===== src/include/hsp_pkg.sv =====
// package: constants and types shared by the host slave port files
package hsp_pkg;
  localparam int ADDR_W = 17;
  localparam int BUS_W = 16;
  localparam int WORD_W = 24;
  localparam int BUF_W = 32;
  localparam int PAGE_W = 9;
  localparam int IOPG_W = 6;
  localparam int DMA_W = 16;
  // positions in the synchronised control vector
  localparam int CTL_ALE = 0;
  localparam int CTL_RD = 1;
  localparam int CTL_WR = 2;
  localparam int CTL_MSN = 3;
  localparam int CTL_ION = 4;
  localparam int CTL_ACKP = 5;
  localparam int CTL_ALEM = 6;
  localparam int CTL_SPOL = 7;
  localparam int CTL_W = 8;
  // start-up: straps caught at STRAP_AT, pins used from RDY_WAIT on
  localparam logic [1:0] STRAP_AT = 2'h2;
  localparam logic [1:0] RDY_WAIT = 2'h3;
  localparam logic [1:0] SP_MEM = 2'h0;
  localparam logic [1:0] SP_BOOT = 2'h1;
  localparam logic [1:0] SP_IO = 2'h2;
  // pieces per packet and first lane used
  localparam logic [2:0] NP_B8_T16 = 3'h2;
  localparam logic [2:0] NP_B16_T16 = 3'h1;
  localparam logic [2:0] NP_B8_T24_3 = 3'h3;
  localparam logic [2:0] NP_B8_T24_4 = 3'h4;
  localparam logic [2:0] NP_B16_T24 = 3'h2;
  localparam logic [2:0] FIRST_3B = 3'h1;
  localparam logic [2:0] FIRST_STD = 3'h0;
  // reset values and the blocked i/o page
  localparam logic RST_BUS16 = 1'b0;
  localparam logic RST_TYPE24 = 1'b0;
  localparam logic RST_STROBE_LOW = 1'b1;
  localparam logic RST_ALE_QUAL = 1'b0;
  localparam logic [8:0] RST_PAGE = 9'h000;
  localparam logic [5:0] RST_IOPG = 6'h01;
  localparam logic [5:0] IOPG_BLOCKED = 6'h00;
  typedef enum logic [1:0] {ST_IDLE, ST_REQ, ST_WAIT} hsp_st_t;
  typedef enum logic [1:0] {PD_NONE, PD_IDLE, PD_WR, PD_RD} hsp_pend_t;
endpackage


===== src/verilog/hsp_sync.sv =====
// two-stage synchroniser for pin inputs
`timescale 1ns/1ns
module hsp_sync #(
  parameter int W = 1
) (
  input wire logic clk_in,
  input wire logic rst_in,
  input wire logic ce_in,
  input wire logic [W-1:0] d_in,
  output logic [W-1:0] q_out
);
  logic [W-1:0] meta_reg;
  logic [W-1:0] sync_reg;

  always_ff @(posedge clk_in or posedge rst_in) begin
    if (rst_in) begin
      meta_reg <= '0;
      sync_reg <= '0;
    end else if (ce_in) begin
      meta_reg <= d_in;
      sync_reg <= meta_reg;
    end
  end

  assign q_out = sync_reg;
endmodule


===== src/verilog/hsp_pack_buf.sv =====
// packet buffer: byte or halfword lanes, whole-word load
`timescale 1ns/1ns
module hsp_pack_buf (
  input wire logic clk_in,
  input wire logic rst_in,
  input wire logic ce_in,
  input wire logic wide_in,
  input wire logic [1:0] lane_in,
  input wire logic pw_in,
  input wire logic [hsp_pkg::BUS_W-1:0] pd_in,
  input wire logic ld_in,
  input wire logic [hsp_pkg::BUF_W-1:0] ld_data_in,
  output logic [hsp_pkg::BUF_W-1:0] q_out,
  output logic [hsp_pkg::BUS_W-1:0] piece_out
);
  logic [hsp_pkg::BUF_W-1:0] buf_reg;
  logic [hsp_pkg::BUF_W-1:0] buf_next;
  wire [4:0] sh = wide_in ? {lane_in[0], 4'h0} : {lane_in, 3'h0};
  wire [hsp_pkg::BUF_W-1:0] lane_mask =
    (wide_in ? 32'h0000ffff : 32'h000000ff) << sh;
  wire [hsp_pkg::BUF_W-1:0] lane_data = {16'h0000, pd_in} << sh;
  wire [hsp_pkg::BUF_W-1:0] rd_shift = buf_reg >> sh;

  // a load from the internal side takes priority over a host piece
  assign buf_next = ld_in ? ld_data_in :
    (pw_in ? ((buf_reg & ~lane_mask) | (lane_data & lane_mask)) : buf_reg);
  assign piece_out = wide_in ? rd_shift[15:0] : {8'h00, rd_shift[7:0]};
  assign q_out = buf_reg;

  always_ff @(posedge clk_in or posedge rst_in) begin
    if (rst_in) begin
      buf_reg <= '0;
    end else if (ce_in) begin
      buf_reg <= buf_next;
    end
  end
endmodule


===== src/verilog/hsp_host_slave_port.sv =====
// host slave port: pin protocol, packing, dma and internal access
`timescale 1ns/1ns
module hsp_host_slave_port #(
  parameter int PAGE_W = hsp_pkg::PAGE_W,
  parameter int IOPG_W = hsp_pkg::IOPG_W,
  parameter int DMA_W = hsp_pkg::DMA_W
) (
  input wire logic CLK_IN,
  input wire logic RST_IN,
  input wire logic CE_IN,
  input wire logic [hsp_pkg::BUS_W-1:0] MUX_ADDR_DATA_BUS_IN,
  output logic [hsp_pkg::BUS_W-1:0] MUX_ADDR_DATA_BUS_OUT,
  output logic MUX_ADDR_DATA_BUS_OE_OUT,
  input wire logic ADDR_MSB_IN,
  input wire logic ACK_POLARITY_IN,
  input wire logic ADDR_LATCH_IN,
  input wire logic READ_STROBE_IN,
  input wire logic WRITE_STROBE_IN,
  input wire logic MEMORY_SPACE_SELECT_N_IN,
  input wire logic IO_SPACE_SELECT_N_IN,
  input wire logic ALE_QUALIFIER_STRAP_IN,
  input wire logic STROBE_LOW_STRAP_IN,
  output logic ACCESS_READY_ACK_OUT,
  input wire logic CFG_WR_IN,
  input wire logic CFG_BUS16_IN,
  input wire logic CFG_TYPE24_IN,
  input wire logic CFG_PACK4_IN,
  input wire logic CFG_BIG_ENDIAN_IN,
  input wire logic CFG_MSB_FIRST_IN,
  input wire logic CFG_BOOT_IN,
  input wire logic CFG_DMA_MODE_IN,
  input wire logic [PAGE_W-1:0] CFG_PAGE_IN,
  input wire logic [IOPG_W-1:0] CFG_IO_PAGE_IN,
  input wire logic DMA_LOAD_IN,
  input wire logic [hsp_pkg::BUS_W-1:0] DMA_ADDR_IN,
  input wire logic [DMA_W-1:0] DMA_COUNT_IN,
  output logic DMA_BUSY_OUT,
  output logic BUS16_OUT,
  output logic STRAP_ALE_QUAL_OUT,
  output logic STRAP_STROBE_LOW_OUT,
  output logic REFUSED_OUT,
  output logic INT_REQ_OUT,
  output logic INT_WE_OUT,
  output logic [1:0] INT_SPACE_OUT,
  output logic [PAGE_W+hsp_pkg::BUS_W-1:0] INT_ADDR_OUT,
  output logic [hsp_pkg::WORD_W-1:0] INT_WDATA_OUT,
  input wire logic INT_GNT_IN,
  input wire logic INT_DONE_IN,
  input wire logic [hsp_pkg::WORD_W-1:0] INT_RDATA_IN,
  output logic CORE_STALL_OUT
);
  logic [hsp_pkg::ADDR_W-1:0] pin_s;
  logic [hsp_pkg::CTL_W-1:0] ctl_s;
  logic [1:0] rdy_cnt_reg;
  logic strap_qual_reg, strap_low_reg;
  logic rd_prev_reg, wr_prev_reg, ale_prev_reg, sel_prev_reg;
  logic bus16_reg, type24_reg, pack4_reg, big_reg, msbf_reg;
  logic boot_reg, dma_reg;
  logic [PAGE_W-1:0] page_reg;
  logic [IOPG_W-1:0] iopg_reg;
  logic [hsp_pkg::ADDR_W-1:0] haddr_reg;
  logic [hsp_pkg::BUS_W-1:0] dma_addr_reg;
  logic [DMA_W-1:0] dma_cnt_reg;
  logic [2:0] cnt_reg;
  logic [1:0] rpos_reg;
  hsp_pkg::hsp_pend_t pend_reg, pend_next;
  hsp_pkg::hsp_st_t st_reg, st_next;
  logic we_reg, wtype_reg, stall_reg, refused_reg;
  logic ack_rdy_reg, ld_prev_reg, oe_reg;
  logic [1:0] space_reg;
  logic [PAGE_W+hsp_pkg::BUS_W-1:0] addr_reg;
  logic [hsp_pkg::WORD_W-1:0] wdata_reg;
  logic [hsp_pkg::BUS_W-1:0] dout_reg;
  logic [hsp_pkg::BUF_W-1:0] buf_q;
  logic [hsp_pkg::BUS_W-1:0] buf_piece;

  hsp_sync #(.W(hsp_pkg::ADDR_W)) u_sync_bus (
    .clk_in(CLK_IN),
    .rst_in(RST_IN),
    .ce_in(CE_IN),
    .d_in({ADDR_MSB_IN, MUX_ADDR_DATA_BUS_IN}),
    .q_out(pin_s)
  );
  hsp_sync #(.W(hsp_pkg::CTL_W)) u_sync_ctl (
    .clk_in(CLK_IN),
    .rst_in(RST_IN),
    .ce_in(CE_IN),
    .d_in({STROBE_LOW_STRAP_IN, ALE_QUALIFIER_STRAP_IN, ACK_POLARITY_IN,
      IO_SPACE_SELECT_N_IN, MEMORY_SPACE_SELECT_N_IN, WRITE_STROBE_IN,
      READ_STROBE_IN, ADDR_LATCH_IN}),
    .q_out(ctl_s)
  );

  // pins are ignored until the synchronisers hold settled values
  wire rdy = rdy_cnt_reg == hsp_pkg::RDY_WAIT;
  wire rd_act = strap_low_reg ? ~ctl_s[hsp_pkg::CTL_RD] :
    ctl_s[hsp_pkg::CTL_RD];
  wire wr_act = strap_low_reg ? ~ctl_s[hsp_pkg::CTL_WR] :
    ctl_s[hsp_pkg::CTL_WR];
  wire ale = ctl_s[hsp_pkg::CTL_ALE];
  wire ms_act = rdy & ~ctl_s[hsp_pkg::CTL_MSN];
  wire io_act = rdy & ~ctl_s[hsp_pkg::CTL_ION];
  wire sel_one = ms_act ^ io_act;
  wire sel_any = ms_act | io_act;
  wire sel_fall = sel_prev_reg & ~sel_any;
  wire rd_rise = rdy & rd_act & ~rd_prev_reg;
  wire wr_rise = rdy & wr_act & ~wr_prev_reg;
  wire qual_cyc = strap_qual_reg & ale;
  // direct mode takes the address cycle
  wire addr_take = ~dma_reg & (strap_qual_reg ?
    (qual_cyc & (rd_rise | wr_rise)) : (rdy & ale_prev_reg & ~ale));
  // work starts only on host strobes
  wire acc_rd = rd_rise & ~qual_cyc;
  wire acc_wr = wr_rise & ~qual_cyc;
  wire acc_any = (acc_rd | acc_wr) & (pend_reg == hsp_pkg::PD_NONE);

  wire t24 = type24_reg & ~io_act;
  // pieces per packet from width and type
  wire [2:0] n_pc = bus16_reg ?
    (t24 ? hsp_pkg::NP_B16_T24 : hsp_pkg::NP_B16_T16) :
    (t24 ? (pack4_reg ? hsp_pkg::NP_B8_T24_4 : hsp_pkg::NP_B8_T24_3) :
    hsp_pkg::NP_B8_T16);
  // three-byte packets skip the pad lane
  wire [2:0] first = (~bus16_reg & t24 & ~pack4_reg) ?
    hsp_pkg::FIRST_3B : hsp_pkg::FIRST_STD;
  wire rev = msbf_reg ^ big_reg;
  wire [2:0] pos_fw = first + cnt_reg;
  wire [2:0] pos_bw = first + n_pc - 3'h1 - cnt_reg;
  wire [1:0] pos = rev ? pos_bw[1:0] : pos_fw[1:0];
  wire pkt_start = cnt_reg == 3'h0;
  wire pkt_last = cnt_reg == (n_pc - 3'h1);

  wire io_blocked = io_act & (iopg_reg == hsp_pkg::IOPG_BLOCKED);
  // an empty count only refuses a new packet, never its later pieces
  wire dma_empty = dma_reg & (dma_cnt_reg == '0) & pkt_start;
  wire refuse = ~sel_one | (dma_reg & io_act) | io_blocked | dma_empty;
  wire take = acc_any & ~refuse;
  wire busy = st_reg != hsp_pkg::ST_IDLE;
  wire launch = (st_reg == hsp_pkg::ST_IDLE) &
    ((pend_reg == hsp_pkg::PD_WR) | (pend_reg == hsp_pkg::PD_RD));
  wire ld = (st_reg == hsp_pkg::ST_WAIT) & INT_DONE_IN & ~we_reg;
  wire [1:0] lane_sel = (take & acc_rd) ? pos : rpos_reg;

  // byte address to word address, bit 0 dropped, bits 1:0 for 24-bit words
  wire [hsp_pkg::BUS_W-1:0] word = dma_reg ? dma_addr_reg :
    (t24 ? {1'b0, haddr_reg[16:2]} : haddr_reg[16:1]);
  wire [1:0] space_now = io_act ? hsp_pkg::SP_IO :
    (boot_reg ? hsp_pkg::SP_BOOT : hsp_pkg::SP_MEM);
  wire [PAGE_W-1:0] pg = io_act ?
    {{(PAGE_W-IOPG_W){1'b0}}, iopg_reg} : page_reg;
  // 24-bit words sit in the upper three bytes
  wire [hsp_pkg::WORD_W-1:0] wdata_now = t24 ? buf_q[31:8] :
    {8'h00, buf_q[15:0]};
  wire [hsp_pkg::BUF_W-1:0] ld_data = wtype_reg ?
    {INT_RDATA_IN, 8'h00} : {16'h0000, INT_RDATA_IN[15:0]};

  // host pieces assembled in the packet buffer
  hsp_pack_buf u_buf (
    .clk_in(CLK_IN),
    .rst_in(RST_IN),
    .ce_in(CE_IN),
    .wide_in(bus16_reg),
    .lane_in(take & acc_wr ? pos : lane_sel),
    .pw_in(take & acc_wr),
    .pd_in(pin_s[hsp_pkg::BUS_W-1:0]),
    .ld_in(ld),
    .ld_data_in(ld_data),
    .q_out(buf_q),
    .piece_out(buf_piece)
  );

  // start reads, last write pieces and, while busy, start writes wait; others are acked at once
  always_comb begin
    pend_next = pend_reg;
    if (sel_fall)
      pend_next = hsp_pkg::PD_NONE;
    else if (take & acc_wr)
      pend_next = pkt_last ? hsp_pkg::PD_WR :
        ((pkt_start & busy) ? hsp_pkg::PD_IDLE : hsp_pkg::PD_NONE);
    else if (take & acc_rd)
      pend_next = pkt_start ? hsp_pkg::PD_RD : hsp_pkg::PD_NONE;
    else if ((pend_reg == hsp_pkg::PD_IDLE) & ~busy)
      pend_next = hsp_pkg::PD_NONE;
    else if (launch & (pend_reg == hsp_pkg::PD_WR))
      pend_next = hsp_pkg::PD_NONE;
    else if ((pend_reg == hsp_pkg::PD_RD) & ld)
      pend_next = hsp_pkg::PD_NONE;
  end

  // request held until the arbiter grants it
  always_comb begin
    st_next = st_reg;
    unique case (st_reg)
      hsp_pkg::ST_IDLE: if (launch) st_next = hsp_pkg::ST_REQ;
      hsp_pkg::ST_REQ: if (INT_GNT_IN) st_next = hsp_pkg::ST_WAIT;
      hsp_pkg::ST_WAIT: if (INT_DONE_IN) st_next = hsp_pkg::ST_IDLE;
      default: st_next = hsp_pkg::ST_IDLE;
    endcase
  end

  // straps caught once after release, then fixed
  always_ff @(posedge CLK_IN or posedge RST_IN) begin
    if (RST_IN) begin
      rdy_cnt_reg <= '0;
      strap_qual_reg <= hsp_pkg::RST_ALE_QUAL;
      strap_low_reg <= hsp_pkg::RST_STROBE_LOW;
    end else if (CE_IN) begin
      if (!rdy)
        rdy_cnt_reg <= rdy_cnt_reg + 2'h1;
      if (rdy_cnt_reg == hsp_pkg::STRAP_AT) begin
        strap_qual_reg <= ctl_s[hsp_pkg::CTL_ALEM];
        strap_low_reg <= ctl_s[hsp_pkg::CTL_SPOL];
      end
    end
  end

  always_ff @(posedge CLK_IN or posedge RST_IN) begin
    if (RST_IN) begin
      bus16_reg <= hsp_pkg::RST_BUS16;
      type24_reg <= hsp_pkg::RST_TYPE24;
      {pack4_reg, big_reg, msbf_reg, boot_reg, dma_reg} <= '0;
      page_reg <= hsp_pkg::RST_PAGE;
      iopg_reg <= hsp_pkg::RST_IOPG;
    end else if (CE_IN && CFG_WR_IN) begin
      bus16_reg <= CFG_BUS16_IN;
      type24_reg <= CFG_TYPE24_IN;
      {pack4_reg, big_reg, msbf_reg} <=
        {CFG_PACK4_IN, CFG_BIG_ENDIAN_IN, CFG_MSB_FIRST_IN};
      {boot_reg, dma_reg} <= {CFG_BOOT_IN, CFG_DMA_MODE_IN};
      page_reg <= CFG_PAGE_IN;
      iopg_reg <= CFG_IO_PAGE_IN;
    end
  end

  always_ff @(posedge CLK_IN or posedge RST_IN) begin
    if (RST_IN) begin
      {rd_prev_reg, wr_prev_reg, ale_prev_reg, sel_prev_reg} <= '0;
      haddr_reg <= '0;
      cnt_reg <= '0;
      rpos_reg <= '0;
      pend_reg <= hsp_pkg::PD_NONE;
    end else if (CE_IN) begin
      {rd_prev_reg, wr_prev_reg} <= {rd_act, wr_act};
      {ale_prev_reg, sel_prev_reg} <= {ale, sel_any};
      pend_reg <= pend_next;
      rpos_reg <= lane_sel;
      if (addr_take)
        haddr_reg <= pin_s;
      if (sel_fall | addr_take)
        cnt_reg <= '0;
      else if (take)
        cnt_reg <= pkt_last ? 3'h0 : cnt_reg + 3'h1;
    end
  end

  // dma address and count step per packet
  always_ff @(posedge CLK_IN or posedge RST_IN) begin
    if (RST_IN) begin
      dma_addr_reg <= '0;
      dma_cnt_reg <= '0;
    end else if (CE_IN) begin
      if (DMA_LOAD_IN) begin
        dma_addr_reg <= DMA_ADDR_IN;
        dma_cnt_reg <= DMA_COUNT_IN;
      end else if (launch & dma_reg) begin
        // step after the access has taken the current address
        dma_addr_reg <= dma_addr_reg + 16'h0001;
        dma_cnt_reg <= dma_cnt_reg - 1'b1;
      end
    end
  end

  // one stall pulse per granted memory access
  always_ff @(posedge CLK_IN or posedge RST_IN) begin
    if (RST_IN) begin
      st_reg <= hsp_pkg::ST_IDLE;
      {we_reg, wtype_reg, stall_reg, refused_reg} <= '0;
      space_reg <= hsp_pkg::SP_MEM;
      addr_reg <= '0;
      wdata_reg <= '0;
    end else if (CE_IN) begin
      st_reg <= st_next;
      stall_reg <= (st_reg == hsp_pkg::ST_REQ) & INT_GNT_IN &
        (space_reg != hsp_pkg::SP_IO);
      refused_reg <= acc_any & refuse;
      if (launch) begin
        we_reg <= pend_reg == hsp_pkg::PD_WR;
        wtype_reg <= t24;
        space_reg <= space_now;
        addr_reg <= {pg, word};
        wdata_reg <= wdata_now;
      end
    end
  end

  // bus driven only while read strobe is active
  // ack waits one cycle after a load so data settles first
  always_ff @(posedge CLK_IN or posedge RST_IN) begin
    if (RST_IN) begin
      {ack_rdy_reg, ld_prev_reg, oe_reg} <= '0;
      dout_reg <= '0;
    end else if (CE_IN) begin
      ld_prev_reg <= ld;
      ack_rdy_reg <= sel_any & ~ld_prev_reg &
        (pend_reg == hsp_pkg::PD_NONE) & (pend_next == hsp_pkg::PD_NONE);
      oe_reg <= rdy & rd_act & sel_one;
      dout_reg <= buf_piece;
    end
  end

  // ack level follows the polarity pin
  assign ACCESS_READY_ACK_OUT = ctl_s[hsp_pkg::CTL_ACKP] ?
    ack_rdy_reg : ~ack_rdy_reg;
  assign MUX_ADDR_DATA_BUS_OUT = dout_reg;
  assign MUX_ADDR_DATA_BUS_OE_OUT = oe_reg;
  assign INT_REQ_OUT = st_reg == hsp_pkg::ST_REQ;
  assign INT_WE_OUT = we_reg;
  assign INT_SPACE_OUT = space_reg;
  assign INT_ADDR_OUT = addr_reg;
  assign INT_WDATA_OUT = wdata_reg;
  assign CORE_STALL_OUT = stall_reg;
  assign REFUSED_OUT = refused_reg;
  assign DMA_BUSY_OUT = dma_cnt_reg != '0;
  assign BUS16_OUT = bus16_reg;
  assign STRAP_ALE_QUAL_OUT = strap_qual_reg;
  assign STRAP_STROBE_LOW_OUT = strap_low_reg;
endmodule


===== config.mk =====
export PLATFORM = sky130hd
export DESIGN_NAME = hsp_host_slave_port
export DESIGN_NICKNAME = d
export VERILOG_FILES = /design/src/include/hsp_pkg.sv /design/src/verilog/hsp_sync.sv /design/src/verilog/hsp_pack_buf.sv /design/src/verilog/hsp_host_slave_port.sv
export SDC_FILE = /design/constraint.sdc
export NUM_CORES = 1
export LEC_CHECK = 0
export ABC_AREA = 1
export BUFFER_PORTS_ARGS = -buffer_cell sky130_fd_sc_hd__buf_2
export CORE_ASPECT_RATIO = 0.75
export CORE_MARGIN = 2
export CORE_UTILIZATION = 48
export CTS_CLUSTER_DIAMETER = 120
export DETAILED_ROUTE_END_ITERATION = 6
export HOLD_SLACK_MARGIN = 0.1
export PLACE_DENSITY_LB_ADDON = 0.25
export SLEW_MARGIN = 30
export SYNTH_ARGS = -nofsm -noshare
export SYNTH_HDL_FRONTEND = slang
export SYNTH_SLANG_ARGS = --single-unit

===== constraint.sdc =====
create_clock -name CLK_IN -period 17.65 [get_ports CLK_IN]
set_input_delay 2.6475 -clock CLK_IN [delete_from_list [all_inputs] [get_ports CLK_IN]]
set_output_delay 2.6475 -clock CLK_IN [all_outputs]
set_load 0.005 [all_outputs]

==> qor.csv <==
metric,value,unit
status,finished clean,
"synthesized-area fraction occupied by ao, oa, aoi and oai cells",0.135,
max-cap violations,0,
Synth Instances,1636,
Initial DRC Count,1071,
post_cts resized,0,
setup_tns,0,ns
iteration count of the initial detailed-routing pass,5,
clock transition time at the flip-flop clock pins of the worst setup and hold paths,0.06,ns
Vias per Instance,5.31,
overflow left after global routing,0,
simple-gate share of the synthesized area,0.274,
fraction of the yosys area taken by sequential cells,0.483,
hold slack final,0.471,ns
WL final,35400,µm
Setup Skew,0.00791,ns
Max rail drop VDD,0.0000766,V
number of antenna cells inserted,0,
Clock Latency Late Sink,0.53,ns
netlist area before placement,0.0126,mm²
Sink Count,243,
"Setup Fix Bufs, Post-CTS",0,
Post-Syn Area per Cell,7.69,µm²
largest net degree at the start of global routing,109,
"setup slack, reg-to-reg",12.89,ns
area of the core region,0.0258,mm²
# IOs,187,
combined area of the multi-input logic cells,0.00552,mm²
ratio of final minimum period to clock period,0.271,
number of enable-type register cells in the synthesized netlist,0,
Setup CP Type,in -> reg,
clock tree from TritonCTS,done,
area used by sequential logic in the layout,0.00608,mm²
pin slew with the least headroom to its limit,0.819,ns
Worst Hold Class,reg -> reg,
clock network fraction of design power,0.248,
number of filler instances in the final layout,2471,
crit path capture type,register,
cell depth of the worst flop-to-flop path,16,
final setup violation count,0,
NetSw,878,µW
total CTS buffers,26,
routed length per placed instance,16.5,µm
clock root cell,sky130_fd_sc_hd__clkbuf_16,
cell with the most instances after synthesis,sky130_fd_sc_hd__nand2_1,
number of buffers on the longest clock path,3,
primary flip-flop cell chosen by synthesis mapping,sky130_fd_sc_hd__dfrtp_1,
arrival time worst endpoint,5.20,ns
area share of the largest cell type after synthesis,0.479,
share of synthesized flip-flops with an asynchronous set or reset,1.00,
#FFs+latches synth,243,
synth cell count leaders,"493 x sky130_fd_sc_hd__nand2_1, 241 x sky130_fd_sc_hd__dfrtp_1, 149 x sky130_fd_sc_hd__inv_1, 135 x sky130_fd_sc_hd__o21ai_0, 125 x sky130_fd_sc_hd__nand3_1",
multiplexer fraction of the synthesized cell area,0.00805,
main combinational cell family by area after synthesis,simple AND/OR/NAND/NOR gates,
internal power contribution,1350,µW
power density over the cells,153,mW/mm²
adder and majority cell fraction of the synthesized area,0.0125,
total die area,0.0275,mm²
number of warnings printed during yosys synthesis,0,
GRT Util Overall,0.261,
leading cell types by total area after synthesis,"sky130_fd_sc_hd__dfrtp_1 48%, sky130_fd_sc_hd__nand2_1 15%, sky130_fd_sc_hd__o21ai_0 5.4%",
timing-limited maximum frequency,209,MHz
CP Launch Type,input port,
RSZ-0062 raised after global routing,false,
drt drc,0,
Comb pwr share,0.341,
placed wire-length estimate,25300,µm
required time at the endpoint of the critical path,18.07,ns
static leakage power,0.00747,µW
shortest clock period the worst path allows after layout,4.78,ns
maximum fanout along the worst path,47,
Vias,11392,
library cell with the largest summed area after synthesis,sky130_fd_sc_hd__dfrtp_1,
row cnt,51,
horizontal die dimension,191,µm
share of the synthesized netlist area taken by xor and xnor gates,0.00835,
Max transition margin,0.454,
Max Slew Vio Count,0,
net count of the mapped netlist,1758,
initial antenna violation count,0,
post-synthesis to final-layout area growth,15.6,%
start of the worst register-to-register path,rdy_cnt_reg[1],
wire length of the first global-routing pass,57000,µm
fraction of layout cells with a size suffix above 1,0.171,
CTS H-Tree Depth,1,
number of different library cells in the post-synthesis netlist,45,
final hold violation count,0,
last weighted congestion value of the routability-driven placer,0.953,
Sw Ratio,0.395,
via count of the first global-routing pass,10569,
start point of the critical path,CE_IN,
share of total power in sequential cells,0.412,
layout net count,1903,
vertical die dimension,144,µm
number of cells on the worst hold path,2,
CTS hold repair buffers,0,
count of nets left with antenna violations after detail routing,0,
starting utilization of the core area,0.487,
number of port buffers,186,
last element of the critical path,dma_addr_reg[9],
[metrics by stage]
step | total power, µW | cells | cell area [µm²] | util | setup slack (ns)
floorplan | 1410 | 1636 | 12600 | - | 8.33
global placement | 1650 | 2097 | 13700 | 0.529 | 12.47
detailed placement | 1670 | 2097 | 13700 | 0.529 | 12.38
CTS | 2230 | 2144 | 14500 | 0.563 | 12.92
global route | 2390 | 2144 | 14500 | 0.563 | 12.43
finish | 2220 | 2144 | 14500 | 0.563 | 12.87
[area by class of cell]
cell class,instances,area share
Clock inverter,13,0.00920
Tap cell,344,0.0296
Sequential cell,243,0.418
Inverter,162,0.0425
Multi-Input combinational cell,1149,0.379
Clock buffer,34,0.0503
Timing Repair Buffer,199,0.0709
[placed cells by master (no fill, tap or decap), types with 5 or more instances in the layout]
cell | netlist | final
sky130_fd_sc_hd__dfrtp_1 | 241 | 241
sky130_fd_sc_hd__nor3_1 | 7 | 7
sky130_fd_sc_hd__nand2_2 | 15 | 16
sky130_fd_sc_hd__o21ai_0 | 135 | 135
sky130_fd_sc_hd__xor2_1 | 7 | 7
sky130_fd_sc_hd__a21oi_1 | 112 | 112
sky130_fd_sc_hd__nand4_1 | 13 | 13
sky130_fd_sc_hd__xnor2_1 | 5 | 5
sky130_fd_sc_hd__inv_1 | 149 | 146
sky130_fd_sc_hd__o21ai_1 | 11 | 11
sky130_fd_sc_hd__nor2_1 | 119 | 119
sky130_fd_sc_hd__o211ai_1 | 26 | 26
sky130_fd_sc_hd__nand3_1 | 125 | 125
sky130_fd_sc_hd__buf_2 | 12 | 186
sky130_fd_sc_hd__nand2_4 | 7 | 7
sky130_fd_sc_hd__ha_1 | 11 | 11
sky130_fd_sc_hd__inv_2 | 8 | 10
sky130_fd_sc_hd__nand3_4 | 5 | 5
sky130_fd_sc_hd__o21bai_1 | 8 | 8
sky130_fd_sc_hd__buf_4 | 3 | 12
sky130_fd_sc_hd__clkbuf_16 | 0 | 27
sky130_fd_sc_hd__nand2_1 | 493 | 492
sky130_fd_sc_hd__clkinvlp_4 | 0 | 6
sky130_fd_sc_hd__nor2_2 | 5 | 5
sky130_fd_sc_hd__o22ai_1 | 7 | 7
sky130_fd_sc_hd__mux2_2 | 9 | 9
[critical path, stage by stage]
cell and delay (ns):
sky130_fd_sc_hd__buf_2 0.11, sky130_fd_sc_hd__inv_2 0.15, sky130_fd_sc_hd__nor3_1 0.43, sky130_fd_sc_hd__nand2_2 0.10, sky130_fd_sc_hd__inv_2 0.14, sky130_fd_sc_hd__buf_4 0.36, sky130_fd_sc_hd__nand2_1 0.12, sky130_fd_sc_hd__nand2_1 0.08
sky130_fd_sc_hd__buf_4 0.39, sky130_fd_sc_hd__inv_2 0.24, sky130_fd_sc_hd__a21oi_1 0.17, sky130_fd_sc_hd__o21ai_0 0.10, sky130_fd_sc_hd__o21a_1 0.13
[power by group through the flow]
stage	clock, µW	sequential (µW)	combinational [µW]
after floorplan	0	868	540
after global placement	0	917	732
after detailed placement	0	918	753
after CTS	559	911	758
after global routing	586	938	870
final	551	915	757
[per-layer routing]
layer	wire length, µm	global-route usage
met2	14600	0.368
met5	0	0
met1	17300	0.412
met3	2870	0.0480
met4	673	0.0600
[worst min-delay path by stage]
stage / endpoint / slack, ns / from
final: MUX_ADDR_DATA_BUS_OUT[7] / 0.47 / MUX_ADDR_DATA_BUS_OUT[7]
after global routing: u_sync_bus.meta_reg[4] / 0.49 / u_sync_bus.meta_reg[4]
after CTS: u_sync_ctl.meta_reg[1] / 0.47 / u_sync_ctl.meta_reg[1]
after detailed placement: u_sync_ctl.meta_reg[1] / 0.46 / u_sync_ctl.meta_reg[1]
after global placement: u_sync_bus.meta_reg[4] / 0.46 / u_sync_bus.meta_reg[4]
after floorplan: u_sync_bus.meta_reg[0] / 0.44 / u_sync_bus.meta_reg[0]
[cell families after synthesis]
logic type	Yosys count
AO/OA/AOI/OAI	313
XOR/XNOR	12
adder cells (fa/ha/maj)	12
buffers and inverters	244
flip-flops	243
multiplexers	9
AND/OR/NAND/NOR	803
(Power assumes the default switching activity.)
